### src/common/hpdfg_pkg.sv
// Purpose: Shared constants for the host port decoder with fast gate generator.
// Assumes: APB register bus with 16-bit byte addresses and 32-bit data.
// Notes: All offsets are byte addresses of aligned 32-bit words.
package hpdfg_pkg;
  localparam int unsigned ADDR_W = 16;
  localparam int unsigned DATA_W = 32;
  localparam int unsigned BYTE_W = 8;

  // Register byte addresses.
  localparam logic [15:0] ADDR_CHAN1_OUT = 16'hff00;
  localparam logic [15:0] ADDR_CHAN2_OUT = 16'hff04;
  localparam logic [15:0] ADDR_CHAN1_IN = 16'hff08;
  localparam logic [15:0] ADDR_CHAN2_IN = 16'hff0c;
  localparam logic [15:0] ADDR_CHAN1_STAT = 16'hff10;
  localparam logic [15:0] ADDR_CHAN2_STAT = 16'hff14;
  localparam logic [15:0] ADDR_IRQ_STATUS = 16'hff18;
  localparam logic [15:0] ADDR_IRQ_MASK = 16'hff1c;
  localparam logic [15:0] ADDR_GATE_PORT = 16'hff20;
  localparam logic [15:0] ADDR_SYS_CONTROL = 16'hffc4;
  localparam logic [15:0] ADDR_HOST_PORT_CONTROL = 16'hfff0;

  // Status register fields.
  localparam int unsigned STAT_OBF_BIT = 0;
  localparam int unsigned STAT_INPUT_FULL_BIT = 1;
  localparam int unsigned STAT_CMD_BIT = 3;
  localparam logic [7:0] STAT_USER_MASK = 8'hf4;

  // Control fields.
  localparam int unsigned FAST_GATE_ENABLE_BIT = 0;
  localparam int unsigned HOST_PORT_ENABLE_BIT = 1;
  localparam int unsigned GATE_DATA_BIT = 0;
  localparam int unsigned GATE_DIR_BIT = 1;
  localparam int unsigned GATE_SEL_DATA_BIT = 1;

  // Interrupt status fields.
  localparam int unsigned IRQ_W = 2;
  localparam int unsigned IRQ_CHAN1_FULL_BIT = 0;
  localparam int unsigned IRQ_CHAN2_FULL_BIT = 1;

  // Gate commands.
  localparam logic [7:0] CMD_GATE_WRITE = 8'hd1;
  localparam logic [7:0] CMD_GATE_NOP = 8'hff;

  // Reset values.
  localparam logic [7:0] RST_BYTE = 8'h00;
  localparam logic [1:0] RST_GATE_PORT = 2'h1;
  localparam logic [IRQ_W-1:0] RST_IRQ = 2'h0;

  typedef enum logic [1:0] {
    FG_IDLE,
    FG_WAIT_DATA,
    FG_AFTER_DATA
  } hpdfg_fg_state_t;
endpackage : hpdfg_pkg

### src/logic/hpdfg_top.sv
// Purpose: Slave side of a two-channel 8-bit host port with a hardware fast gate generator.
// Assumes: Host pins are synchronous to pclk; registers are reached over APB.
// Notes: Host writes commit on the rising edge of the write strobe, seen one cycle late.
//
// Our own choice: the APB interface to the registers.
`timescale 1ns/1ns

// What this block does
// (RL1) Channel-1 select, read low, address low: drive channel-1 output data on host bus.
// (RL2) Channel-1 select, read low, address high: drive channel-1 status on host bus.
// (RL3) Channel-1 select, write low, address low: capture byte as data.
// (RL4) Channel-1 select, write low, address high: capture byte as command.
// (RL5) Channel-2 select, read low: drive channel-2 output data or status by address bit.
// (RL6) Channel-2 select, write low: capture byte, marked data or command by address bit.
// (RL7) Host never drives both strobes low; both high leaves channel idle.
// (RL8) Hardware gate generation only while fast gate enable bit is one.
// (RL9) In regular mode software copies data bit 1 after a D1 command.
// (RL10) Software sets gate pin direction to one so the gate drives out.
// (RL11) After enabling, gate output starts at the port data bit 0 value.
// (RL12) Gate decoding only on channel-1 writes; channel 2 never touches the gate.
// (RL13) Data after D1 sets or clears gate from bit 1 on write-strobe rise.
// (RL14) D1, its data and trailing FF are consumed without raising the input-full flag.
// (RL15) Other command after a D1 data pair raises the flag, gate unchanged.
// (RL16) Non-D1 command after D1 cancels and raises the flag; repeated D1 restarts.
// (RL17) Input-full flag sets on write-strobe rise, clears when slave reads input data.
// (RL18) Whole host port active, pins claimed, only while host port enable is one.
module hpdfg_top
  import hpdfg_pkg::*;
(
  input wire logic pclk, // Bus clock.
  input wire logic presetn, // Asynchronous reset, active low.
  input wire logic psel, // APB select.
  input wire logic penable, // APB enable.
  input wire logic pwrite, // APB direction, high for write.
  input wire logic [ADDR_W-1:0] paddr, // APB byte address.
  input wire logic [DATA_W-1:0] pwdata, // APB write data.
  output logic [DATA_W-1:0] prdata, // APB read data.
  output logic pready, // APB ready.
  output logic pslverr, // APB error for unmapped address.
  input wire logic chan1_select_n, // Host channel-1 select.
  input wire logic chan2_select_n, // Host channel-2 select.
  input wire logic host_read_strobe_n, // Host read strobe.
  input wire logic host_write_strobe_n, // Host write strobe.
  input wire logic host_addr_bit, // Host address bit.
  input wire logic [BYTE_W-1:0] host_data_in, // Host data bus as seen on the pins.
  output logic [BYTE_W-1:0] host_data_out, // Host data bus driven value.
  output logic host_data_oe, // High while the host data bus is driven.
  output logic gate_output_pin, // Gate pin output value.
  output logic gate_output_oe, // High while the gate pin is driven.
  output logic irq // Level interrupt to the slave processor.
);

  // Register state.
  logic [BYTE_W-1:0] chan1_output_data_q, chan2_output_data_q, chan1_input_data_q, chan2_input_data_q;
  logic [BYTE_W-1:0] chan1_status_q, chan2_status_q;
  logic [IRQ_W-1:0] irq_status_q, irq_mask_q;
  logic [1:0] gate_port_q;
  logic fast_gate_enable_q, host_port_enable_q, gate_q, fast_gate_enable_prev_q;
  hpdfg_fg_state_t fg_state_q;

  // Host write capture state.
  logic wr_strobe_prev_q, rd_strobe_prev_q, wr_chan1_q, wr_chan2_q, wr_cmd_q;
  logic [BYTE_W-1:0] wr_byte_q;
  logic rd_chan1_q, rd_chan2_q, rd_addr_q;

  // Host side decode.
  logic chan1_sel, chan2_sel, host_rd, host_wr, wr_commit, rd_commit;
  logic commit1, commit2, fg_consume, chan1_full_set, chan2_full_set;

  // APB decode.
  logic apb_done, apb_wr, apb_rd, hit_d;
  logic [DATA_W-1:0] rdata_d;

  // Exactly one channel selected; both selects low is not a valid access.
  assign chan1_sel = host_port_enable_q && !chan1_select_n && chan2_select_n; // see (RL18)
  assign chan2_sel = host_port_enable_q && !chan2_select_n && chan1_select_n; // see (RL18)
  assign host_rd = !host_read_strobe_n && host_write_strobe_n; // see (RL7)
  assign host_wr = !host_write_strobe_n && host_read_strobe_n; // see (RL7)
  assign wr_commit = !wr_strobe_prev_q && host_write_strobe_n;
  assign rd_commit = !rd_strobe_prev_q && host_read_strobe_n;
  assign commit1 = wr_commit && wr_chan1_q;
  assign commit2 = wr_commit && wr_chan2_q;

  // Strobe history for rising-edge detection.
  always_ff @(posedge pclk or negedge presetn) begin
    if (!presetn) begin
      wr_strobe_prev_q <= 1'b1;
      rd_strobe_prev_q <= 1'b1;
    end else begin
      wr_strobe_prev_q <= host_write_strobe_n;
      rd_strobe_prev_q <= host_read_strobe_n;
    end
  end

  // Latch what the host presents while the write strobe is low; commit on its rise.
  always_ff @(posedge pclk or negedge presetn) begin
    if (!presetn) begin
      wr_chan1_q <= 1'b0;
      wr_chan2_q <= 1'b0;
      wr_cmd_q <= 1'b0;
      wr_byte_q <= RST_BYTE;
    end else if (!host_write_strobe_n) begin
      wr_chan1_q <= chan1_sel && host_wr; // see (RL3) (RL4)
      wr_chan2_q <= chan2_sel && host_wr; // see (RL6)
      wr_cmd_q <= host_addr_bit;
      wr_byte_q <= host_data_in;
    end else if (wr_commit) begin
      wr_chan1_q <= 1'b0;
      wr_chan2_q <= 1'b0;
    end
  end

  // Latch the read target while the read strobe is low, for the flag clear on its rise.
  always_ff @(posedge pclk or negedge presetn) begin
    if (!presetn) begin
      rd_chan1_q <= 1'b0;
      rd_chan2_q <= 1'b0;
      rd_addr_q <= 1'b0;
    end else if (!host_read_strobe_n) begin
      rd_chan1_q <= chan1_sel && host_rd;
      rd_chan2_q <= chan2_sel && host_rd;
      rd_addr_q <= host_addr_bit;
    end else if (rd_commit) begin
      rd_chan1_q <= 1'b0;
      rd_chan2_q <= 1'b0;
    end
  end

  // Drive the host bus from the selected output or status register.
  always_ff @(posedge pclk or negedge presetn) begin
    if (!presetn) begin
      host_data_out <= RST_BYTE;
      host_data_oe <= 1'b0;
    end else begin
      host_data_oe <= (chan1_sel || chan2_sel) && host_rd; // see (RL18)
      if (chan1_sel && !host_addr_bit) begin
        host_data_out <= chan1_output_data_q; // see (RL1)
      end else if (chan1_sel) begin
        host_data_out <= chan1_status_q; // see (RL2)
      end else if (chan2_sel && !host_addr_bit) begin
        host_data_out <= chan2_output_data_q; // see (RL5)
      end else if (chan2_sel) begin
        host_data_out <= chan2_status_q; // see (RL5)
      end
    end
  end

  // Fast gate sequence decoder; true when the committed channel-1 byte is consumed.
  always_comb begin
    fg_consume = 1'b0;
    if (fast_gate_enable_q && commit1) begin // see (RL8) (RL12)
      if (wr_cmd_q && wr_byte_q == CMD_GATE_WRITE) begin
        fg_consume = 1'b1; // see (RL14) (RL16)
      end else if (fg_state_q == FG_WAIT_DATA && !wr_cmd_q) begin
        fg_consume = 1'b1; // see (RL14)
      end else if (fg_state_q == FG_AFTER_DATA && wr_cmd_q && wr_byte_q == CMD_GATE_NOP) begin
        fg_consume = 1'b1; // see (RL14)
      end
    end
  end

  // Sequence state of the fast gate generator.
  always_ff @(posedge pclk or negedge presetn) begin
    if (!presetn) begin
      fg_state_q <= FG_IDLE;
    end else if (!fast_gate_enable_q) begin
      fg_state_q <= FG_IDLE;
    end else if (commit1) begin
      case (fg_state_q)
        FG_WAIT_DATA: begin
          if (!wr_cmd_q) begin
            fg_state_q <= FG_AFTER_DATA;
          end else if (wr_byte_q != CMD_GATE_WRITE) begin
            fg_state_q <= FG_IDLE; // see (RL16)
          end
        end
        default: begin
          if (wr_cmd_q && wr_byte_q == CMD_GATE_WRITE) begin
            fg_state_q <= FG_WAIT_DATA;
          end else begin
            fg_state_q <= FG_IDLE; // see (RL15)
          end
        end
      endcase
    end
  end

  // Gate value: preset from port data on enable, then updated by data after D1.
  always_ff @(posedge pclk or negedge presetn) begin
    if (!presetn) begin
      gate_q <= RST_GATE_PORT[GATE_DATA_BIT];
      fast_gate_enable_prev_q <= 1'b0;
    end else begin
      fast_gate_enable_prev_q <= fast_gate_enable_q;
      if (!fast_gate_enable_q || !fast_gate_enable_prev_q) begin
        gate_q <= gate_port_q[GATE_DATA_BIT]; // see (RL11)
      end else if (commit1 && fg_state_q == FG_WAIT_DATA && !wr_cmd_q) begin
        gate_q <= wr_byte_q[GATE_SEL_DATA_BIT]; // see (RL13)
      end
    end
  end

  // Gate pin: hardware value in fast mode, software port value otherwise.
  always_ff @(posedge pclk or negedge presetn) begin
    if (!presetn) begin
      gate_output_pin <= RST_GATE_PORT[GATE_DATA_BIT];
      gate_output_oe <= 1'b0;
    end else begin
      gate_output_pin <= fast_gate_enable_q ? gate_q : gate_port_q[GATE_DATA_BIT]; // see (RL8) (RL9)
      gate_output_oe <= gate_port_q[GATE_DIR_BIT]; // see (RL10)
    end
  end

  // APB handshake: one wait-free access phase after each setup cycle.
  assign apb_done = psel && penable && pready;
  assign apb_wr = apb_done && pwrite;
  assign apb_rd = apb_done && !pwrite;
  assign chan1_full_set = commit1 && !fg_consume; // see (RL14) (RL15) (RL16)
  assign chan2_full_set = commit2;

  // Channel input data, loaded on each host write commit.
  always_ff @(posedge pclk or negedge presetn) begin
    if (!presetn) begin
      chan1_input_data_q <= RST_BYTE;
      chan2_input_data_q <= RST_BYTE;
    end else begin
      if (commit1) begin
        chan1_input_data_q <= wr_byte_q; // see (RL3) (RL4)
      end
      if (commit2) begin
        chan2_input_data_q <= wr_byte_q; // see (RL6)
      end
    end
  end

  // Status registers; hardware set wins over slave read clear.
  always_ff @(posedge pclk or negedge presetn) begin
    if (!presetn) begin
      chan1_status_q <= RST_BYTE;
      chan2_status_q <= RST_BYTE;
    end else begin
      if (apb_wr && paddr == ADDR_CHAN1_STAT) begin
        chan1_status_q <= (chan1_status_q & ~STAT_USER_MASK) | (pwdata[BYTE_W-1:0] & STAT_USER_MASK);
      end
      if (apb_wr && paddr == ADDR_CHAN2_STAT) begin
        chan2_status_q <= (chan2_status_q & ~STAT_USER_MASK) | (pwdata[BYTE_W-1:0] & STAT_USER_MASK);
      end
      if (commit1) begin
        chan1_status_q[STAT_CMD_BIT] <= wr_cmd_q; // see (RL3) (RL4)
      end
      if (commit2) begin
        chan2_status_q[STAT_CMD_BIT] <= wr_cmd_q; // see (RL6)
      end
      if (chan1_full_set) begin
        chan1_status_q[STAT_INPUT_FULL_BIT] <= 1'b1; // see (RL17)
      end else if (apb_rd && paddr == ADDR_CHAN1_IN) begin
        chan1_status_q[STAT_INPUT_FULL_BIT] <= 1'b0; // see (RL17)
      end
      if (chan2_full_set) begin
        chan2_status_q[STAT_INPUT_FULL_BIT] <= 1'b1;
      end else if (apb_rd && paddr == ADDR_CHAN2_IN) begin
        chan2_status_q[STAT_INPUT_FULL_BIT] <= 1'b0;
      end
      if (apb_wr && paddr == ADDR_CHAN1_OUT) begin
        chan1_status_q[STAT_OBF_BIT] <= 1'b1;
      end else if (rd_commit && rd_chan1_q && !rd_addr_q) begin
        chan1_status_q[STAT_OBF_BIT] <= 1'b0;
      end
      if (apb_wr && paddr == ADDR_CHAN2_OUT) begin
        chan2_status_q[STAT_OBF_BIT] <= 1'b1;
      end else if (rd_commit && rd_chan2_q && !rd_addr_q) begin
        chan2_status_q[STAT_OBF_BIT] <= 1'b0;
      end
    end
  end

  // Software-written control and output registers.
  always_ff @(posedge pclk or negedge presetn) begin
    if (!presetn) begin
      chan1_output_data_q <= RST_BYTE;
      chan2_output_data_q <= RST_BYTE;
      irq_mask_q <= RST_IRQ;
      gate_port_q <= RST_GATE_PORT;
      fast_gate_enable_q <= 1'b0;
      host_port_enable_q <= 1'b0;
    end else if (apb_wr) begin
      if (paddr == ADDR_CHAN1_OUT) begin
        chan1_output_data_q <= pwdata[BYTE_W-1:0];
      end else if (paddr == ADDR_CHAN2_OUT) begin
        chan2_output_data_q <= pwdata[BYTE_W-1:0];
      end else if (paddr == ADDR_IRQ_MASK) begin
        irq_mask_q <= pwdata[IRQ_W-1:0];
      end else if (paddr == ADDR_GATE_PORT) begin
        gate_port_q <= pwdata[1:0];
      end else if (paddr == ADDR_HOST_PORT_CONTROL) begin
        fast_gate_enable_q <= pwdata[FAST_GATE_ENABLE_BIT]; // see (RL8)
      end else if (paddr == ADDR_SYS_CONTROL) begin
        host_port_enable_q <= pwdata[HOST_PORT_ENABLE_BIT]; // see (RL18)
      end
    end
  end

  // Sticky input-full interrupt events; a read clears, a same-cycle set wins.
  always_ff @(posedge pclk or negedge presetn) begin
    if (!presetn) begin
      irq_status_q <= RST_IRQ;
      irq <= 1'b0;
    end else begin
      if (apb_rd && paddr == ADDR_IRQ_STATUS) begin
        irq_status_q <= {chan2_full_set, chan1_full_set};
      end else begin
        irq_status_q <= irq_status_q | {chan2_full_set, chan1_full_set}; // see (RL17)
      end
      irq <= |(irq_status_q & irq_mask_q);
    end
  end

  // Read data mux for the APB slave.
  always_comb begin
    rdata_d = '0;
    hit_d = 1'b1;
    if (paddr == ADDR_CHAN1_OUT) begin
      rdata_d[BYTE_W-1:0] = chan1_output_data_q;
    end else if (paddr == ADDR_CHAN2_OUT) begin
      rdata_d[BYTE_W-1:0] = chan2_output_data_q;
    end else if (paddr == ADDR_CHAN1_IN) begin
      rdata_d[BYTE_W-1:0] = chan1_input_data_q;
    end else if (paddr == ADDR_CHAN2_IN) begin
      rdata_d[BYTE_W-1:0] = chan2_input_data_q;
    end else if (paddr == ADDR_CHAN1_STAT) begin
      rdata_d[BYTE_W-1:0] = chan1_status_q;
    end else if (paddr == ADDR_CHAN2_STAT) begin
      rdata_d[BYTE_W-1:0] = chan2_status_q;
    end else if (paddr == ADDR_IRQ_STATUS) begin
      rdata_d[IRQ_W-1:0] = irq_status_q;
    end else if (paddr == ADDR_IRQ_MASK) begin
      rdata_d[IRQ_W-1:0] = irq_mask_q;
    end else if (paddr == ADDR_GATE_PORT) begin
      rdata_d[1:0] = gate_port_q;
    end else if (paddr == ADDR_HOST_PORT_CONTROL) begin
      rdata_d[FAST_GATE_ENABLE_BIT] = fast_gate_enable_q;
    end else if (paddr == ADDR_SYS_CONTROL) begin
      rdata_d[HOST_PORT_ENABLE_BIT] = host_port_enable_q;
    end else begin
      hit_d = 1'b0;
    end
  end

  // Answer registered in the setup cycle so the access phase completes at once.
  always_ff @(posedge pclk or negedge presetn) begin
    if (!presetn) begin
      prdata <= '0;
      pready <= 1'b0;
      pslverr <= 1'b0;
    end else begin
      pready <= psel && !penable;
      pslverr <= psel && !penable && !hit_d;
      prdata <= (psel && !penable && !pwrite) ? rdata_d : '0;
    end
  end

endmodule : hpdfg_top

### config.mk
export PLATFORM = sky130hd
export DESIGN_NAME = hpdfg_top
export DESIGN_NICKNAME = d
export VERILOG_FILES = /design/src/common/hpdfg_pkg.sv /design/src/logic/hpdfg_top.sv
export SDC_FILE = /design/constraint.sdc
export NUM_CORES = 1
export LEC_CHECK = 0
export BUFFER_PORTS_ARGS = -buffer_cell sky130_fd_sc_hd__buf_2
export CORE_MARGIN = 2
export CORE_UTILIZATION = 40
export CTS_CLUSTER_SIZE = 8
export DETAILED_ROUTE_END_ITERATION = 8
export PLACE_DENSITY = 0.73
export SETUP_SLACK_MARGIN = 0.15
export SLEW_MARGIN = 10
export SYNTH_ARGS = -nofsm -noshare
export SYNTH_HDL_FRONTEND = slang
export SYNTH_SLANG_ARGS = --single-unit
### constraint.sdc
create_clock -name pclk -period 1.8 [get_ports pclk]
set_input_delay 0.18 -clock pclk [delete_from_list [all_inputs] [get_ports pclk]]
set_output_delay 0.18 -clock pclk [all_outputs]
set_load 0.01 [all_outputs]
; Yosys cells after proc, flatten, opt, wreduce, memory -nomap -nowiden
; Cells that the tools add are included.
[totals]
regBits = 98
latchBits = 0
ram_bits = 0
rom_bits = 0
in_bits = 66
output_inout_bits = 46
wordCells = 203
n_memories = 0
[op_classes]
add_sub_neg = 0
multipliers = 0
n_div = 0
n_lt_le_gt_ge = 0
n_eq_ne = 20
n_shift = 0
n_mux = 61
n_bitwise = 9
n_reduce_logical = 76
[ops]
columns = operator, n
row1 = $eq A16 B16 Y1 const B, 11
row2 = $mux W8, 10
row3 = $logic_and A1 B1 Y1, 43
row4 = $mux W1, 38
row5 = $mux W2, 10
row6 = $eq A8 B8 Y1 const B, 2
row7 = $or A4 B8 Y8, 2
row8 = $logic_not A1 Y1, 15
row9 = $reduce_bool A3 Y1, 4
row10 = $mux W4, 2
row11 = $ne A8 B8 Y1 const B, 1
row12 = $reduce_and A7 Y1, 1
row13 = $mux W6, 1
row14 = $ne A2 B1 Y1 const B, 3
row15 = $reduce_and A6 Y1, 1
row16 = $reduce_bool A2 Y1, 3
row17 = $not A1 Y1, 5
row18 = $reduce_and A5 Y1, 1
row19 = $ne A4 B3 Y1 const B, 1
row20 = $reduce_and A2 Y1, 2
row21 = $reduce_and A4 Y1, 1
row22 = $reduce_bool A4 Y1, 1
row23 = $reduce_and A3 Y1, 1
row24 = $and A2 B2 Y2, 1
row25 = 5 further kinds, 6

; Depth between registers and ports, before layout
[depth]
word_depth = 14
mapped_depth = 8
mapped_depth_nobuf = 5

; Least setup slack after synthesis
; OpenSTA, ideal clock, no wires.
[synth_path]
path_kind = in2reg
startpoint = in paddr[0]
endpoint = reg prdata[1]
setup_time_ns = 0.131
t_arrival_ns = 1.960
required_time_ns = 1.669
path_slack_ns = -0.291
path_stages = 8
n_path_buf = 3
path_cell_list = buf_2 > or4_4 > buf_6 > or4_4 > buf_6 > o211ai_2 > a21oi_1 > or3_1
[synth_via]
elab_chain_cells = 13
word_cells_on_any_way = 23
cone_classes = eq/ne (11) / mux (12)
[synth_rtl]
columns = item, line_no
row1 = "start, declared", hpdfg_top.sv:35  ; input wire logic [ADDR_W-1:0] paddr,
row2 = $eq A16 B16 Y1, hpdfg_top.sv:342  ; end else if (paddr == ADDR_SYS_CONTROL) begin
row3 = $mux W1, hpdfg_top.sv:342
row4 = $mux W1, hpdfg_top.sv:340  ; end else if (paddr == ADDR_HOST_PORT_CONTROL) begin
row5 = $mux W2, hpdfg_top.sv:338  ; end else if (paddr == ADDR_GATE_PORT) begin
row6 = $mux W2, hpdfg_top.sv:336  ; end else if (paddr == ADDR_IRQ_MASK) begin
row7 = $mux W2, hpdfg_top.sv:334  ; end else if (paddr == ADDR_IRQ_STATUS) begin
row8 = $mux W2, hpdfg_top.sv:332  ; end else if (paddr == ADDR_CHAN2_STAT) begin
row9 = $mux W8, hpdfg_top.sv:330  ; end else if (paddr == ADDR_CHAN1_STAT) begin
row10 = $mux W8, hpdfg_top.sv:328  ; end else if (paddr == ADDR_CHAN2_IN) begin
row11 = $mux W8, hpdfg_top.sv:326  ; end else if (paddr == ADDR_CHAN1_IN) begin
row12 = $mux W8, hpdfg_top.sv:324  ; end else if (paddr == ADDR_CHAN2_OUT) begin
row13 = $mux W8 (*), hpdfg_top.sv:322  ; if (paddr == ADDR_CHAN1_OUT) begin
row14 = $mux W8 (*), hpdfg_top.sv:358  ; prdata <= (psel && !penable && !pwrite) ? rdata_d : '0;
row15 = "end signal, assigned", hpdfg_top.sv:358
row16 = "end, declared", hpdfg_top.sv:37  ; output logic [DATA_W-1:0] prdata,
; Every way passes the cells marked *; elsewhere a longest branch is shown, timed or not.
; A chain may end at the register's enable or synchronous reset.

; Worst setup path after layout
[layout_path]
startpoint = in paddr[2]
endpoint = reg fast_gate_enable_q
[layout_via]
elab_chain_cells = 3
word_cells_on_any_way = 10
cone_classes = eq/ne (5) / bitwise (4) / reduce/logical (1)
[layout_rtl]
columns = item, line_no
row1 = "$eq A16 B16 Y1, on equally long branches", --
row2 = $not A1 Y1 (no source line), --
row3 = $reduce_and A6 Y1 (no source line) (*), --
row4 = "end signal, assigned", hpdfg_top.sv:296  ; fast_gate_enable_q <= pwdata[FAST_GATE_ENABLE_BIT];
row5 = "end, declared", hpdfg_top.sv:58  ; logic fast_gate_enable_q, host_port_enable_q, gate_q, fast_gate_enable_prev_q;
; Marks and branches as above.

==> results.toml <==
[clocking]
insertion_delay_ps = 340
cts_tree = "done"
clockRootBuffer = "clkbuf_16"
clock-sinks = 98
clkTransAtPathRegs_ps = 60
h-tree-depth = 3
cts_buffers = 9
clk_path_buf_depth = 2

[worst_hold_path]
hp-class = "in2reg"

[synth]
ys_top_cells_by_area = "dfrtp_1 48%, mux2_2 14%, mux2i_1 4.5%"
synth.yosys.seq_area_share = 0.505
synth-seq-cells = 98
postSynthAreaPerCell_um2 = 11.3
synth_top_area_share = 0.478
syn_area_um2 = 4870
synth_flop_cell = "dfrtp_1"
ys_types = 57
syn_inst = 430
async_flop_share = 1.00
yosysTopAreaCell = "dfrtp_1"
ys.warnings.count = 0
synth_edf_count = 0

[floorplanning]
core_um2 = 12000
initial_utilization = 0.407
die-area_um2 = 13100
io-pin-count = 112
dieWidth_um = 114
fp.dieH_um = 114
num_rows = 40

[detailed_routing]
drc = 0
wire_per_inst_um = 18.4
firstDrtPassIters = 5
drt-vias-per-instance = 5.65
drt-total-wl_mm = 12.6
final_antenna_net_count = 0
drt_iter0_drc = 353
num_vias = 3868

[sta]
hold_viol = 0
drv_slew = 0
setup_tns_ps = 0
maxSlewHeadroom = 0.622
tightest_slew_ps = 567
worst_slack_ps = 162
fin_crit_ps = 1640
finalSetupViolCount = 0
worst_hold_slack_ps = 61.0
grt_setup_unrepaired = "true"
timing.fmax_mhz = 611
finClkSkew_ps = 5.35
post-route-period-util = 0.910

[setup_path]
cpMaxStageDelayCell = "or4_4"
crit_path_start_kind = "primary input"
cp-end-kind = "flip-flop"
path_delay_family = "simple AND/OR/NAND/NOR gates"
critPathMaxStageDelay_ps = 600
required_ps = 2030
cp_data_arrival_time_ps = 1870
crit_chain = "buf_2, or4_4, or4_4, nor2_2, nand2_1, mux2_4"
worstPathMaxFanout = 7
cpMostUsedCell = "or4_4"
worstPathBufferInverterCount = 1
path_class = "in2reg"

[cells_and_area]
drive_gt1_frac = 0.398
multi_input_area_um2 = 2290
fillers = 1040
area.sequential_um2 = 2460
insertedDiodeCount = 0
fin_nets = 599
syn_to_final_growth_pct = 23.6
final_cell_mix = "93 x dfrtp_1, 60 x buf_2, 58 x mux2_2"
final_common_cell = "dfrtp_1"

[global_routing]
track_usage = 0.200
grt.busiest_layer = "met2"
antenna_found_initial = 0
met3_usage = 0.0429
use_met2 = 0.331
grt.met1_usage = 0.259
grt_max_degree = 47
grt_pass1_vias = 3834
grt_pass1_wl_mm = 20.3
overflow = 0

[place]
dp_hpwl_mm = 9.34
numPortBuffers = 63
pre_cts_ws_ps = -232
place.gp.congestion = 0.915

[pwr]
peakVddDrop_mv = 0.399
p_per_area_nw_per_um2 = 747
p_total_w = 0.00450
power_leakage_nw = 2.96

[run]
maxCapViolCount = 0

[outcome]
status = "complete, no violations"
## cell type report
cell class / count / area share
flip-flops and latches: 98 / 0.409
multi-input cells: 305 / 0.380
repair buffers: 111 / 0.127
clock buffers: 15 / 0.0478
well taps: 147 / 0.0306
inverters: 8 / 0.00499
clock inverters: 1 / 0.00125
## power breakdown
group	leakage, nW	switching [W]	internal, W	total, W
clock	0.142	0.000812	0.00109	0.00190
combinational	1.50	0.000195	0.000133	0.000328
sequential	1.32	0.0000340	0.00223	0.00227
total	2.96	0.00104	0.00346	0.00450
## worst reg2reg max path: stages, from the launching register on
cell     delay [ps]
dfrtp_1         410
nand4_1         140
buf_4           190
nor3_2          110
buf_4           220
mux2_2          360
## cells in the mapped netlist, types with 2 or more instances
master	n
dfrtp_1	93
mux2_2	60
nand2_1	33
buf_4	24
mux2i_1	22
nand3_1	19
nor2_1	18
o21ai_0	16
a21oi_1	13
clkbuf_1	11
nor3_1	9
inv_1	8
nand4_1	8
nor4_1	7
o221ai_1	7
a21o_1	6
a22o_1	6
dfstp_2	5
a221oi_1	4
o22ai_1	4
buf_6	3
nand2b_1	3
nand3b_1	3
nor2b_1	3
a31oi_1	2
and2_1	2
and3_1	2
and4_1	2
buf_1	2
buf_2	2
nor3_2	2
nor3b_1	2
or3_1	2
or4_1	2
or4_4	2
or4b_2	2
## sequential cells by signal, summed over array words and instances (netlist names), 2 cells and up
name and flops:
chan1_input_data_q 8, chan1_output_data_q 8, chan1_status_q 8, chan2_input_data_q 8
chan2_output_data_q 8, chan2_status_q 8, host_data_out 8, prdata 8
wr_byte_q 8, fg_state_q 2, gate_port_q 2, irq_mask_q 2
irq_status_q 2
## worst paths after layout
path                                startpoint  slack [ps]  depth (start not counted)                endpoint
min in group asynchronous              presetn         230                          2  chan2_output_data_q[4]
worst max-delay path                  paddr[2]         160                          6      fast_gate_enable_q
worst max register to register          pready         260                          5  chan1_output_data_q[7]
max in group asynchronous              presetn        1010                          3          gate_port_q[0]
worst min register to register  gate_port_q[1]         410                          0          gate_output_oe
worst min-delay path                   penable          60                          2                  pready
## cells by family after synthesis
kind of cell           after synthesis  share of synthesized area
AO/OA/AOI/OAI                       70                     0.0992
buffers and inverters               50                     0.0622
flip-flops                          98                      0.505
multiplexers                        82                      0.184
other                                1                   0.000770
AND/OR/NAND/NOR                    129                      0.149
## timing repair
action | CTS | global route
endpoints found under the hold margin | 94 | 0
gates cloned | 0 | 0
gates resized for setup | 1 | 7
setup endpoints to repair | 1 | 21
hold buffers | 2 | 0
buffers inserted | 0 | 1
pin swaps | 2 | 5
## stage by stage
step,instances,instance area [um2],utilization
floorplan,453,5030,-
global placement,666,5660,0.473
detailed placement,666,5660,0.473
CTS,684,5980,0.500
global route,685,6020,0.503
finish,685,6020,0.503
## metal layers
layer,vias to the layer above,share of wire
met5,-,0
met4,0,0.026
met3,30,0.060
met2,149,0.49
met1,1933,0.43
li1,1756,-
No activity file was read; power rests on OpenSTA's default activity.
